==> src/design/option_regs_pkg.sv <==
// package: register numbers, layouts, reset values, commands and timing for the option bank
package option_regs_pkg;

	// ****************************************************************
	// register numbers used by the direct register write command
	// ****************************************************************
	localparam logic [7:0] REG_SPEAKER_RESULT = 8'h16; // register 22
	localparam logic [7:0] REG_LINE_OPTIONS   = 8'h17; // register 23
	localparam logic [7:0] REG_INSTALLATION   = 8'h18; // register 24
	localparam logic [7:0] REG_DTR_TIME       = 8'h19; // register 25

	// ****************************************************************
	// values after reset, and after factory defaults for all but installation
	// ****************************************************************
	localparam logic [7:0] RST_SPEAKER_RESULT = 8'h76;
	localparam logic [7:0] RST_LINE_OPTIONS   = 8'h07;
	localparam logic [7:0] RST_INSTALLATION   = 8'h00;
	localparam logic [7:0] RST_DTR_TIME       = 8'h05;

	// ****************************************************************
	// field positions and argument limits
	// ****************************************************************
	localparam int          POS_VOLUME       = 0;
	localparam int          POS_SPK_CTRL     = 2;
	localparam int          POS_RESULT       = 4;
	localparam int          POS_RATIO        = 7;
	localparam int          POS_REMOTE_LOOP  = 0;
	localparam int          POS_SPEED        = 1;
	localparam int          POS_PARITY       = 4;
	localparam int          POS_GUARD        = 6;
	localparam int          POS_INST_UNUSED  = 3;
	localparam logic [7:0]  INST_WRITE_MASK  = 8'hf7;
	localparam logic [7:0]  MAX_ARG_2BIT     = 8'h03;
	localparam logic [7:0]  MAX_ARG_3BIT     = 8'h07;
	localparam logic [7:0]  MAX_ARG_1BIT     = 8'h01;
	localparam logic [2:0]  SPEED_UNUSED_LO  = 3'h1;
	localparam logic [2:0]  SPEED_UNUSED_HI  = 3'h7;

	// ****************************************************************
	// dtr persistence timing
	// ****************************************************************
	localparam int DTR_TICK_MS     = 10;
	localparam int CLK_FREQ_KHZ    = 100000;
	localparam int DTR_TICK_CYCLES = DTR_TICK_MS * CLK_FREQ_KHZ;

	// ****************************************************************
	// field commands from the terminal side
	// ****************************************************************
	typedef enum logic [2:0] {
		CMD_VOLUME,
		CMD_SPEAKER_CTRL,
		CMD_RESULT_CODE,
		CMD_DIAL_RATIO,
		CMD_REMOTE_LOOP,
		CMD_GUARD_TONE
	} field_cmd_t;

	// ****************************************************************
	// register layouts, msb first
	// ****************************************************************
	typedef struct packed {
		logic       make_break_ratio;
		logic [2:0] result_code;
		logic [1:0] speaker_ctrl;
		logic [1:0] speaker_volume;
	} speaker_result_t;

	typedef struct packed {
		logic [1:0] guard_tone;
		logic [1:0] parity;
		logic [2:0] speed;
		logic       remote_loop_en;
	} line_options_t;

	typedef struct packed {
		logic make_busy_local;
		logic speakerphone_off;
		logic delay_speakerphone;
		logic data_metering;
		logic unused;
		logic internal_dtmf;
		logic a_law;
		logic no_telephone;
	} installation_t;

	typedef struct packed {
		logic [7:0] regnum;
		logic [7:0] value;
	} reg_write_t;

	typedef struct packed {
		field_cmd_t cmd;
		logic [7:0] arg;
	} field_write_t;

endpackage

==> src/design/option_regs_dtr_filter.sv <==
// module: option register bank with dtr change-of-state persistence filter
// interfaces
// write side: restore, direct write and field command share one answer path;
//   in one cycle only the first of restore, direct write, field command acts,
//   and the others are dropped without a flag.
// every accepted or refused request is answered one cycle later by a single
//   pulse on cmd_done_q or cmd_err_q, with the option outputs updated alongside.
// read side: rd_done_q, rd_hit_q and rd_data_q follow rd_valid by one cycle;
//   a read meeting a write in the same cycle returns the value before the write.
// dtr_in is taken as synchronous to clk; no synchroniser is fitted, so a lead
//   coming straight from a connector must be synchronised before this block.
// the tick length is a parameter so that simulation can run with short ticks;
//   the default gives 10 ms at a 100 MHz clock.
// factory restore leaves installation alone; only reset returns it to zero.
// speed codes 1 and 7 are stored as written and flagged through speed_valid_q.
`timescale 1ns/1ps
module option_regs_dtr_filter
	import option_regs_pkg::*;
#(
	parameter int TICK_CYCLES = DTR_TICK_CYCLES
) (
	// clock and reset
	input  wire logic          clk,
	input  wire logic          resetn,
	// direct register write
	input  wire logic          reg_wr_valid,
	input  wire reg_write_t    reg_wr,
	// field commands
	input  wire logic          field_valid,
	input  wire field_write_t  field_wr,
	// restore factory defaults
	input  wire logic          factory_restore,
	// register read
	input  wire logic          rd_valid,
	input  wire logic [7:0]    rd_regnum,
	output logic               rd_done_q,
	output logic               rd_hit_q,
	output logic [7:0]         rd_data_q,
	// command completion
	output logic               cmd_done_q,
	output logic               cmd_err_q,
	// option outputs
	output speaker_result_t    speaker_result_q,
	output line_options_t      line_options_q,
	output installation_t      installation_q,
	output logic [7:0]         dtr_time_q,
	output logic               speed_valid_q,
	// dtr lead
	input  wire logic          dtr_in,
	output logic               dtr_ack_q,
	output logic               dtr_change_q
);

	// ****************************************************************
	// parameter checks
	// ****************************************************************
	// the tick divider cannot count a period shorter than two cycles;
	// a shorter tick would also make the restart of the divider meaningless,
	// so such values are refused here rather than left to misbehave
	if (TICK_CYCLES < 2) begin : g_bad_tick_cycles
		$error("option_regs_dtr_filter: TICK_CYCLES must be at least 2");
	end

	// ****************************************************************
	// decode helpers
	// ****************************************************************
	// one place for the map, so the read hit flag matches the write case
	function automatic logic is_mapped(input logic [7:0] regnum);
		is_mapped = (regnum == REG_SPEAKER_RESULT) || (regnum == REG_LINE_OPTIONS) ||
			(regnum == REG_INSTALLATION) || (regnum == REG_DTR_TIME);
	endfunction

	function automatic logic speed_ok(input logic [2:0] code);
		speed_ok = (code != SPEED_UNUSED_LO) && (code != SPEED_UNUSED_HI);
	endfunction

	// ****************************************************************
	// option registers
	// ****************************************************************
	speaker_result_t spk_d;
	line_options_t   line_d;
	installation_t   inst_d;
	logic [7:0]      dtr_time_d;
	logic            speed_valid_d;
	logic            cmd_done_d;
	logic            cmd_err_d;
	logic            arg_ok;

	// argument range check for the field commands; a refused argument is
	// flagged rather than truncated, since a silently clipped value would
	// leave the terminal believing a setting it never got
	always_comb begin
		arg_ok = 1'b0;
		case (field_wr.cmd)
			CMD_VOLUME:       arg_ok = (field_wr.arg <= MAX_ARG_2BIT);
			CMD_SPEAKER_CTRL: arg_ok = (field_wr.arg <= MAX_ARG_2BIT);
			CMD_RESULT_CODE:  arg_ok = (field_wr.arg <= MAX_ARG_3BIT);
			CMD_DIAL_RATIO:   arg_ok = (field_wr.arg <= MAX_ARG_1BIT);
			CMD_REMOTE_LOOP:  arg_ok = (field_wr.arg <= MAX_ARG_1BIT);
			CMD_GUARD_TONE:   arg_ok = (field_wr.arg <= MAX_ARG_2BIT);
			default:          arg_ok = 1'b0;
		endcase
	end

	// priority: factory restore, then direct write, then field command
	// the field commands never reach installation, which only a direct write may set
	always_comb begin
		spk_d      = speaker_result_q;
		line_d     = line_options_q;
		inst_d     = installation_q;
		dtr_time_d = dtr_time_q;
		cmd_done_d = 1'b0;
		cmd_err_d  = 1'b0;
		if (factory_restore) begin
			spk_d      = speaker_result_t'(RST_SPEAKER_RESULT);
			line_d     = line_options_t'(RST_LINE_OPTIONS);
			dtr_time_d = RST_DTR_TIME;
			cmd_done_d = 1'b1; // installation left as is
		end else if (reg_wr_valid) begin
			cmd_done_d = 1'b1;
			case (reg_wr.regnum)
				// any byte is accepted, fields stored verbatim
				REG_SPEAKER_RESULT: spk_d = speaker_result_t'(reg_wr.value);
				// any byte accepted, unused speed codes stored as written
				REG_LINE_OPTIONS:   line_d = line_options_t'(reg_wr.value);
				// only path that reaches installation; bit 3 masked
				REG_INSTALLATION:   inst_d = installation_t'(reg_wr.value & INST_WRITE_MASK);
				// full 0..255 range
				REG_DTR_TIME:       dtr_time_d = reg_wr.value;
				default: begin
					cmd_done_d = 1'b0;
					cmd_err_d  = 1'b1; // unmapped register number
				end
			endcase
		end else if (field_valid) begin
			if (!arg_ok) begin
				cmd_err_d = 1'b1; // out-of-range argument leaves fields unchanged
			end else begin
				cmd_done_d = 1'b1;
				case (field_wr.cmd)
					CMD_VOLUME:       spk_d.speaker_volume = field_wr.arg[1:0];
					CMD_SPEAKER_CTRL: spk_d.speaker_ctrl = field_wr.arg[1:0];
					CMD_RESULT_CODE:  spk_d.result_code = field_wr.arg[2:0];
					CMD_DIAL_RATIO:   spk_d.make_break_ratio = field_wr.arg[0];
					CMD_REMOTE_LOOP:  line_d.remote_loop_en = field_wr.arg[0];
					CMD_GUARD_TONE:   line_d.guard_tone = field_wr.arg[1:0];
					default: begin
						cmd_done_d = 1'b0;
						cmd_err_d  = 1'b1;
					end
				endcase
			end
		end
		// unused bit can never become one, whatever path wrote it
		inst_d.unused = 1'b0;
		// speed code flagged as usable only for the defined codes
		// unused codes are still stored, so a read returns what was written
		speed_valid_d = speed_ok(line_d.speed);
	end

	// reset takes the factory values, installation included; the reset constants
	// other than RST_INSTALLATION double as the restore values, so the two can never drift apart
	always_ff @(posedge clk or negedge resetn) begin
		if (!resetn) begin
			speaker_result_q <= speaker_result_t'(RST_SPEAKER_RESULT);
			line_options_q   <= line_options_t'(RST_LINE_OPTIONS);
			installation_q   <= installation_t'(RST_INSTALLATION);
			dtr_time_q       <= RST_DTR_TIME;
			speed_valid_q    <= 1'b1;
			cmd_done_q       <= 1'b0;
			cmd_err_q        <= 1'b0;
		end else begin
			speaker_result_q <= spk_d;
			line_options_q   <= line_d; // parity bits 5:4 drive no logic here
			installation_q   <= inst_d; // bits 0..2, 4..7 go out as options
			dtr_time_q       <= dtr_time_d;
			speed_valid_q    <= speed_valid_d;
			cmd_done_q       <= cmd_done_d;
			cmd_err_q        <= cmd_err_d;
		end
	end

	// ****************************************************************
	// register read
	// ****************************************************************
	logic       rd_done_d;
	logic       rd_hit_d;
	logic [7:0] rd_data_d;

	// reads see the stored value, not a write landing in the same cycle
	// data is zero when no read is pending, so several banks can share an or-ed bus
	always_comb begin
		rd_done_d = rd_valid;
		rd_hit_d  = rd_valid && is_mapped(rd_regnum);
		rd_data_d = 8'h00;
		if (rd_valid) begin
			case (rd_regnum)
				REG_SPEAKER_RESULT: rd_data_d = speaker_result_q;
				REG_LINE_OPTIONS:   rd_data_d = line_options_q;
				REG_INSTALLATION:   rd_data_d = installation_q; // bit 3 is zero
				REG_DTR_TIME:       rd_data_d = dtr_time_q;
				default:            rd_data_d = 8'h00;
			endcase
		end
	end

	// answer flops; rd_done_q pulses for exactly one cycle per request
	always_ff @(posedge clk or negedge resetn) begin
		if (!resetn) begin
			rd_done_q <= 1'b0;
			rd_hit_q  <= 1'b0;
			rd_data_q <= 8'h00;
		end else begin
			rd_done_q <= rd_done_d;
			rd_hit_q  <= rd_hit_d;
			rd_data_q <= rd_data_d;
		end
	end

	// ****************************************************************
	// dtr persistence filter
	// ****************************************************************
	logic       dtr_tick;
	logic       dtr_differs;
	logic [7:0] persist_q;
	logic [7:0] persist_d;
	logic       dtr_ack_d;
	logic       dtr_change_d;

	// timing, with N the stored time and T the tick length in cycles: the first
	// tick lands T cycles after the lead starts to differ, the count reaches N
	// after N ticks and the acknowledge follows about two cycles later
	// N of zero acknowledges on the cycle after the change
	// trade-off: one divider restarted per change keeps the logic small, at the
	// price of whole-tick resolution on the persistence time
	// the lead differs from the acknowledged level while a change is pending
	assign dtr_differs = (dtr_in != dtr_ack_q);

	// divider is held while the lead agrees, so each change gets full ticks
	// the tick is registered, so it trails the divider wrap by one cycle
	dtr_tick_gen #(
		.TICK_CYCLES (TICK_CYCLES)
	) i_dtr_tick_gen (
		.clk     (clk),
		.resetn  (resetn),
		.restart (!dtr_differs),
		.tick_q  (dtr_tick)
	);

	// counts whole ticks of a differing level; a return resets it
	always_comb begin
		persist_d    = persist_q;
		dtr_ack_d    = dtr_ack_q;
		dtr_change_d = 1'b0;
		if (!dtr_differs) begin
			persist_d = 8'h00;
		end else if (persist_q >= dtr_time_q) begin
			// a shortened time mid-count takes effect at once
			dtr_ack_d    = dtr_in;
			dtr_change_d = 1'b1;
			persist_d    = 8'h00;
		end else if (dtr_tick) begin
			persist_d = persist_q + 8'h01;
		end
	end

	// the acknowledged level starts off after reset, whatever the lead shows;
	// a lead already on at release is then filtered like any other change
	always_ff @(posedge clk or negedge resetn) begin
		if (!resetn) begin
			persist_q    <= 8'h00;
			dtr_ack_q    <= 1'b0;
			dtr_change_q <= 1'b0;
		end else begin
			persist_q    <= persist_d;
			dtr_ack_q    <= dtr_ack_d;
			dtr_change_q <= dtr_change_d;
		end
	end

endmodule

==> src/design/dtr_tick_gen.sv <==
// module: restartable 10 ms tick divider for the dtr persistence filter
`timescale 1ns/1ps
module dtr_tick_gen
	import option_regs_pkg::*;
#(
	parameter int TICK_CYCLES = DTR_TICK_CYCLES
) (
	// clock and reset
	input  wire logic clk,
	input  wire logic resetn,
	// control
	input  wire logic restart,
	// tick out
	output logic      tick_q
);

	localparam int CW = $clog2(TICK_CYCLES);

	// a divider of one cycle would tick every cycle and break the restart timing
	if (TICK_CYCLES < 2) begin : g_bad_tick
		$error("dtr_tick_gen: TICK_CYCLES must be at least 2");
	end

	logic [CW-1:0] div_q;
	logic [CW-1:0] div_d;
	logic          tick_d;

	// ****************************************************************
	// divider
	// ****************************************************************
	// restart holds the divider at zero so a new change starts a full tick
	always_comb begin
		div_d  = div_q;
		tick_d = 1'b0;
		if (restart) begin
			div_d = '0;
		end else if (div_q == CW'(TICK_CYCLES - 1)) begin
			div_d  = '0;
			tick_d = 1'b1;
		end else begin
			div_d = div_q + CW'(1);
		end
	end

	always_ff @(posedge clk or negedge resetn) begin
		if (!resetn) begin
			div_q  <= '0;
			tick_q <= 1'b0;
		end else begin
			div_q  <= div_d;
			tick_q <= tick_d;
		end
	end

endmodule

==> config.mk <==
export PLATFORM = sky130hd
export DESIGN_NAME = option_regs_dtr_filter
export DESIGN_NICKNAME = d
export VERILOG_FILES = /design/src/design/option_regs_pkg.sv /design/src/design/option_regs_dtr_filter.sv /design/src/design/dtr_tick_gen.sv
export SDC_FILE = /design/constraint.sdc
export NUM_CORES = 1
export LEC_CHECK = 0
export BUFFER_PORTS_ARGS = -buffer_cell sky130_fd_sc_hd__buf_4
export CORE_ASPECT_RATIO = 1.5
export CORE_MARGIN = 3
export CORE_UTILIZATION = 50
export CTS_BUF_LIST = sky130_fd_sc_hd__clkbuf_8
export DETAILED_ROUTE_END_ITERATION = 12
export PLACE_DENSITY = 0.75
export SLEW_MARGIN = 20
export SYNTH_ARGS = -nofsm -noshare
export SYNTH_HDL_FRONTEND = slang
export SYNTH_SLANG_ARGS = --single-unit
==> constraint.sdc <==
create_clock -name clk -period 1.7 [get_ports clk]
set_input_delay 0.34 -clock clk [delete_from_list [all_inputs] [get_ports clk]]
set_output_delay 0.34 -clock clk [all_outputs]
set_load 0.005 [all_outputs]
### Word level (Yosys, flattened, before mapping)

Index checks and enable logic that the tools add are counted.

* output and inout bits: 47
* logic and storage cells: 132
* flip-flop bits (word level): 75

* reduce and logical (&&, ||, !) cells: 31
* order comparisons: 4
* equal/unequal tests: 20
* add/subtract/negate cells: 2
* muxes and demuxes: 47
* bitwise gates (word level): 1

Operator list (count)
* $mux 8: 14
* $eq 8x5->1 const B: 8
* $mux 20: 2
* $pmux 8 s4: 1
* $reduce_and 4->1: 6
* $reduce_bool 3->1: 8
* $mux 1: 21
* $add 20x1->20 const B: 1
* $eq 20x20->1 const B: 1
* $mux 2: 6
* $ne 3x1->1 const B: 4
* $add 8x1->8 const B: 1
* $ge 8x8->1: 1
* $le 8x1->1 const B: 1
* $le 8x2->1 const B: 1
* $le 8x3->1 const B: 1
* $eq 3x2->1 const B: 2
* $eq 3x3->1 const B: 2
* $reduce_and 2->1: 3
* $reduce_bool 2->1: 3
* $reduce_or 6->1: 1
* $mux 5: 1
* $reduce_or 4->1: 1
* $eq 3x1->1 const B: 1
* 11 further kinds: 14

### Logic depth before layout (Yosys ltp)

* depth in word-level cells: 9
* depth in mapped cells: 7

### Hierarchy

A second synthesis with hierarchy kept.

* cells, all modules: 394
* area, all modules: 3992.6 um^2

Modules (own cells, without submodules)
* option_regs_dtr_filter: times used 1, area each 2944.1 um^2, cells an instance 283
* dtr_tick_gen: times used 1, area each 1048.5 um^2, cells an instance 111

### Worst setup path before layout

No wires, ideal clock.

* path type: input to register
* start point: input port reg_wr[13] in the netlist's numbering
* end point: register speaker_result_q[3] in the netlist's numbering
* slack: -0.255 ns
* data required time: 1.575 ns
* path buffers: 1
* arrival time: 1.831 ns
* stages on the path: 6
* setup time: 0.125 ns
* cells stage by stage: or4b_4 o41ai_1 a41oi_1 buf_2 nor2_1 mux2_2

* cells in the longest elaborated chain, start to end: 3

RTL lines
* from (decl): RTL line option_regs_dtr_filter.sv:27 `input wire reg_write_t reg_wr,`
* $eq 8x5->1: RTL line option_regs_dtr_filter.sv:121 `case (reg_wr.regnum)`
* $ne 3x1->1 (no source line)
* $reduce_and 4->1 (no source line)
* to (signal assigned): RTL line option_regs_dtr_filter.sv:165 `speaker_result_q <= speaker_result_t'(RST_SPEAKER_RESULT);`
* to (signal assigned): RTL line option_regs_dtr_filter.sv:173 `speaker_result_q <= spk_d;`
* to (decl): RTL line option_regs_dtr_filter.sv:43 `output speaker_result_t speaker_result_q,`

Every way passes these cells.
A chain may end at the register's enable or synchronous reset.

### Worst setup path after layout

* start point: register dtr_time_q[0]
* end point: register persist_q[6]

* cells in the longest elaborated chain, start to end: 3
* elaborated cells between the ends (all ways): 4

RTL lines
* from (decl): RTL line option_regs_dtr_filter.sv:46 `output logic [7:0] dtr_time_q,`
* from (signal assigned): RTL line option_regs_dtr_filter.sv:176 `dtr_time_q <= dtr_time_d;`
* $ge 8x8->1 (*): RTL line option_regs_dtr_filter.sv:257 `end else if (persist_q >= dtr_time_q) begin`
* $mux 8: RTL line option_regs_dtr_filter.sv:257
* $mux 8: RTL line option_regs_dtr_filter.sv:255 `if (!dtr_differs) begin`
* to (signal assigned): RTL line option_regs_dtr_filter.sv:275 `persist_q <= persist_d;`
* to (decl): RTL line option_regs_dtr_filter.sv:225 `logic [7:0] persist_q;`

Mark *: on every way between the ends. The rest lies on a longest branch, timed or not.

==> results.json <==
{
  "holdWs_ns": 0.0877,
  "ys_seq_area_share_pct": 49.6,
  "hold_class": "primary input to register",
  "peakVddDrop_uv": 652,
  "first_iter_violations": 161,
  "ys_top_cells_by_count": "64 x dfrtp_1, 54 x nor2_1, 36 x nand2_1, 20 x a21oi_1, 19 x xnor2_1",
  "syn_nets": 429,
  "status": "finished with violations",
  "synth_top_area_share_pct": 42.0,
  "timing.fmax_mhz": 542,
  "place_hpwl_mm": 8.42,
  "gp_congestion": 0.941,
  "grt_max_degree": 42,
  "max_cap_viol_count": 0,
  "stdcell_count": 637,
  "fp-row-count": 38,
  "root_buffer": "clkbuf_8",
  "io_buffer_count": 87,
  "dr.pass1.iters": 6,
  "path_max_fanout": 8,
  "synthFlopType": "dfrtp_1",
  "min_period_ns": 1.84,
  "netlist_area_um2": 3810,
  "core_um2": 7320,
  "drc": 0,
  "syn2layout_area_growth_pct": 45.9,
  "cts_tree": "built",
  "async_flop_share_pct": 100,
  "ys_warn_count": 0,
  "cts_buffer_depth": 2,
  "rsz0062_at_grt": "yes",
  "fin_crit_sh_pct": 108,
  "insertion_delay_ns": 0.37,
  "postSynthAreaPerCell_um2": 10.1,
  "ant_nets": 0,
  "power.density_nw_per_um2": 779,
  "die_w_um": 77.3,
  "vias_per_cell": 5.75,
  "required_ns": 1.99,
  "numCtsBuffers": 9,
  "worstSetupEndpointType": "register",
  "place_area_um2": 5080,
  "finalHoldViolations": 0,
  "setup_viol": 10,
  "power.leakage_nw": 2.58,
  "grt_antenna_before_repair": 0,
  "clk_pin_slew_ns": 0.08,
  "diodes": 0,
  "violations": "negative setup slack",
  "initial_core_util_pct": 52.1,
  "cp-start-kind": "register",
  "drive_gt1_share_pct": 42.3,
  "final_max_slew_viol_count": 0,
  "die_area_um2": 8730,
  "final_area_um2": 5560,
  "cp.arrival_ns": 2.14,
  "clock_sinks": 75,
  "avgRoutedWirePerCell_um": 17.9,
  "pin_count": 89,
  "relSlewSlack_pct": 50.0,
  "routed_wl_mm": 11.4,
  "nets": 584,
  "fin_ws_ns": -0.143,
  "synth_edf_count": 0,
  "synth-seq-cells": 75,
  "synth.largest_area_cell": "dfrtp_1",
  "netlist_top_cells_area": "dfrtp_1 42%, dfstp_2 7.6%, nor2_1 5.3%, xnor2_1 4.4%, nand2_1 3.5%",
  "grt_pass1_wl_mm": 18.2,
  "worst_pin_slew_ns": 0.746,
  "synth_cell_types": 54,
  "syn_inst": 377,
  "power_mw": 4.33,
  "finClkSkew_ns": 0.00699,
  "grt.total_usage_pct": 26.7,
  "grt-ovfl-total": 0,
  "grt_pass1_vias": 3775,
  "vias": 3660,
  "h-tree-depth": 3,
  "yosysMostFrequentCell": "dfrtp_1",
  "place_ws_ns": -0.482,
  "critPathKind": "register to register",
  "placedCellCount": 617,
  "die_y_um": 113
}
-- critical path, stage by stage (launching register included) --
cell and delay, ns:
dfstp_2 0.56, ha_4 0.19, nand2b_4 0.14, a21oi_4 0.12
o21ai_2 0.09, a2111o_1 0.51, nor2_1 0.15
-- kinds of logic (layout without fill, tap and decap cells) --
kind of cell | Yosys count | after routing | share of synthesized area (%)
other | 1 | 1 | 0.0984
xor gates and xnor gates | 28 | 28 | 6.43
DFF | 75 | 75 | 49.6
AOI/OAI and AO/OA | 74 | 74 | 14.0
adders and majority gates | 10 | 10 | 3.28
buffers and inverters | 27 | 187 | 2.79
and+or+nand+nor | 142 | 142 | 18.1
muxes | 20 | 20 | 5.64
-- per-layer routing --
layer	vias to the layer above	routed length, µm	GRT usage (%)	part of all wire [%]
met5	-	0	0	0
met3	33	593	6.13	5.2
met4	0	342	11.0	3.0
met1	1828	3940	27.2	34
li1	1649	-	-	-
met2	150	6550	51.2	57
-- cell type report --
class	instances	area [µm²]
Tap cell	100	125
Fill cell	526	1760
Sequential cell	75	1890
Clock inverter	7	116
Timing Repair Buffer	153	1210
Clock buffer	9	124
Multi-Input combinational cell	275	2030
Inverter	18	67.6
-- where the power goes --
part | leakage, nW | internal (mW) | total [mW] | switching, mW
clock | 0.119 | 0.971 | 1.66 | 0.689
combinational | 1.46 | 0.361 | 0.716 | 0.355
sequential | 0.992 | 1.88 | 1.96 | 0.0773
total | 2.58 | 3.21 | 4.33 | 1.12
-- sequential cells by signal, indices dropped and copies added (netlist names) --
name                   flops
speed_valid_q              1
rd_hit_q                   1
installation_q             7
cmd_err_q                  1
line_options_q             8
rd_data_q                  8
i_dtr_tick_gen.div_q      20
dtr_change_q               1
persist_q                  8
rd_done_q                  1
i_dtr_tick_gen.tick_q      1
speaker_result_q           8
dtr_time_q                 8
dtr_ack_q                  1
cmd_done_q                 1
-- final timing paths --
| check | from | to | slack (ns) | cells past startpoint |
|---|---|---|---|---|
| setup / recovery | dtr_time_q[0] | persist_q[6] | -0.14 | 6 |
| hold / removal | rd_valid | rd_done_q | 0.09 | 1 |
| setup reg to reg | dtr_time_q[0] | persist_q[6] | -0.14 | 6 |
| hold reg to reg | speaker_result_q[1] | speaker_result_q[1] | 0.50 | 2 |
| max in group asynchronous | resetn | speaker_result_q[2] | 0.75 | 3 |
| min in group asynchronous | resetn | rd_done_q | 0.37 | 2 |
-- metrics by stage --
| step | utilization [%] | setup TNS (ns) |
|---|---|---|
| global route | 76.0 | -2.11 |
| global placement | 69.3 | -8.17 |
| CTS | 73.5 | -1.43 |
| floorplan | - | -1.11 |
| detailed placement | 69.3 | -9.73 |
| finish | 76.0 | -1.20 |
-- timing repair --
action,4_1_cts,5_1_grt
hold endpoints to repair,10,0
resized for setup,8,36
setup endpoints to repair,14,40
pin swaps,6,20
hold buffers,1,0
buffers inserted,0,3
-- placed cells by master (no fill, tap or decap), types with 3 or more instances in the layout --
master	n
nor2_2	5
nor4_2	3
clkbuf_8	9
dfstp_2	11
a22oi_1	3
nor2_1	47
inv_1	17
nor3_1	6
and3_1	8
buf_4	143
dfrtp_1	64
nand3b_1	3
o21ai_0	7
nand4_1	5
buf_6	6
mux2i_1	7
nand3_1	5
a21oi_1	17
buf_12	3
a22o_1	11
ha_1	8
a31oi_1	4
bufinv_16	3
o31ai_1	4
xnor2_1	18
mux2_2	10
xor2_1	9
nand2_1	36
No activity file was read; power rests on OpenSTA's default activity.
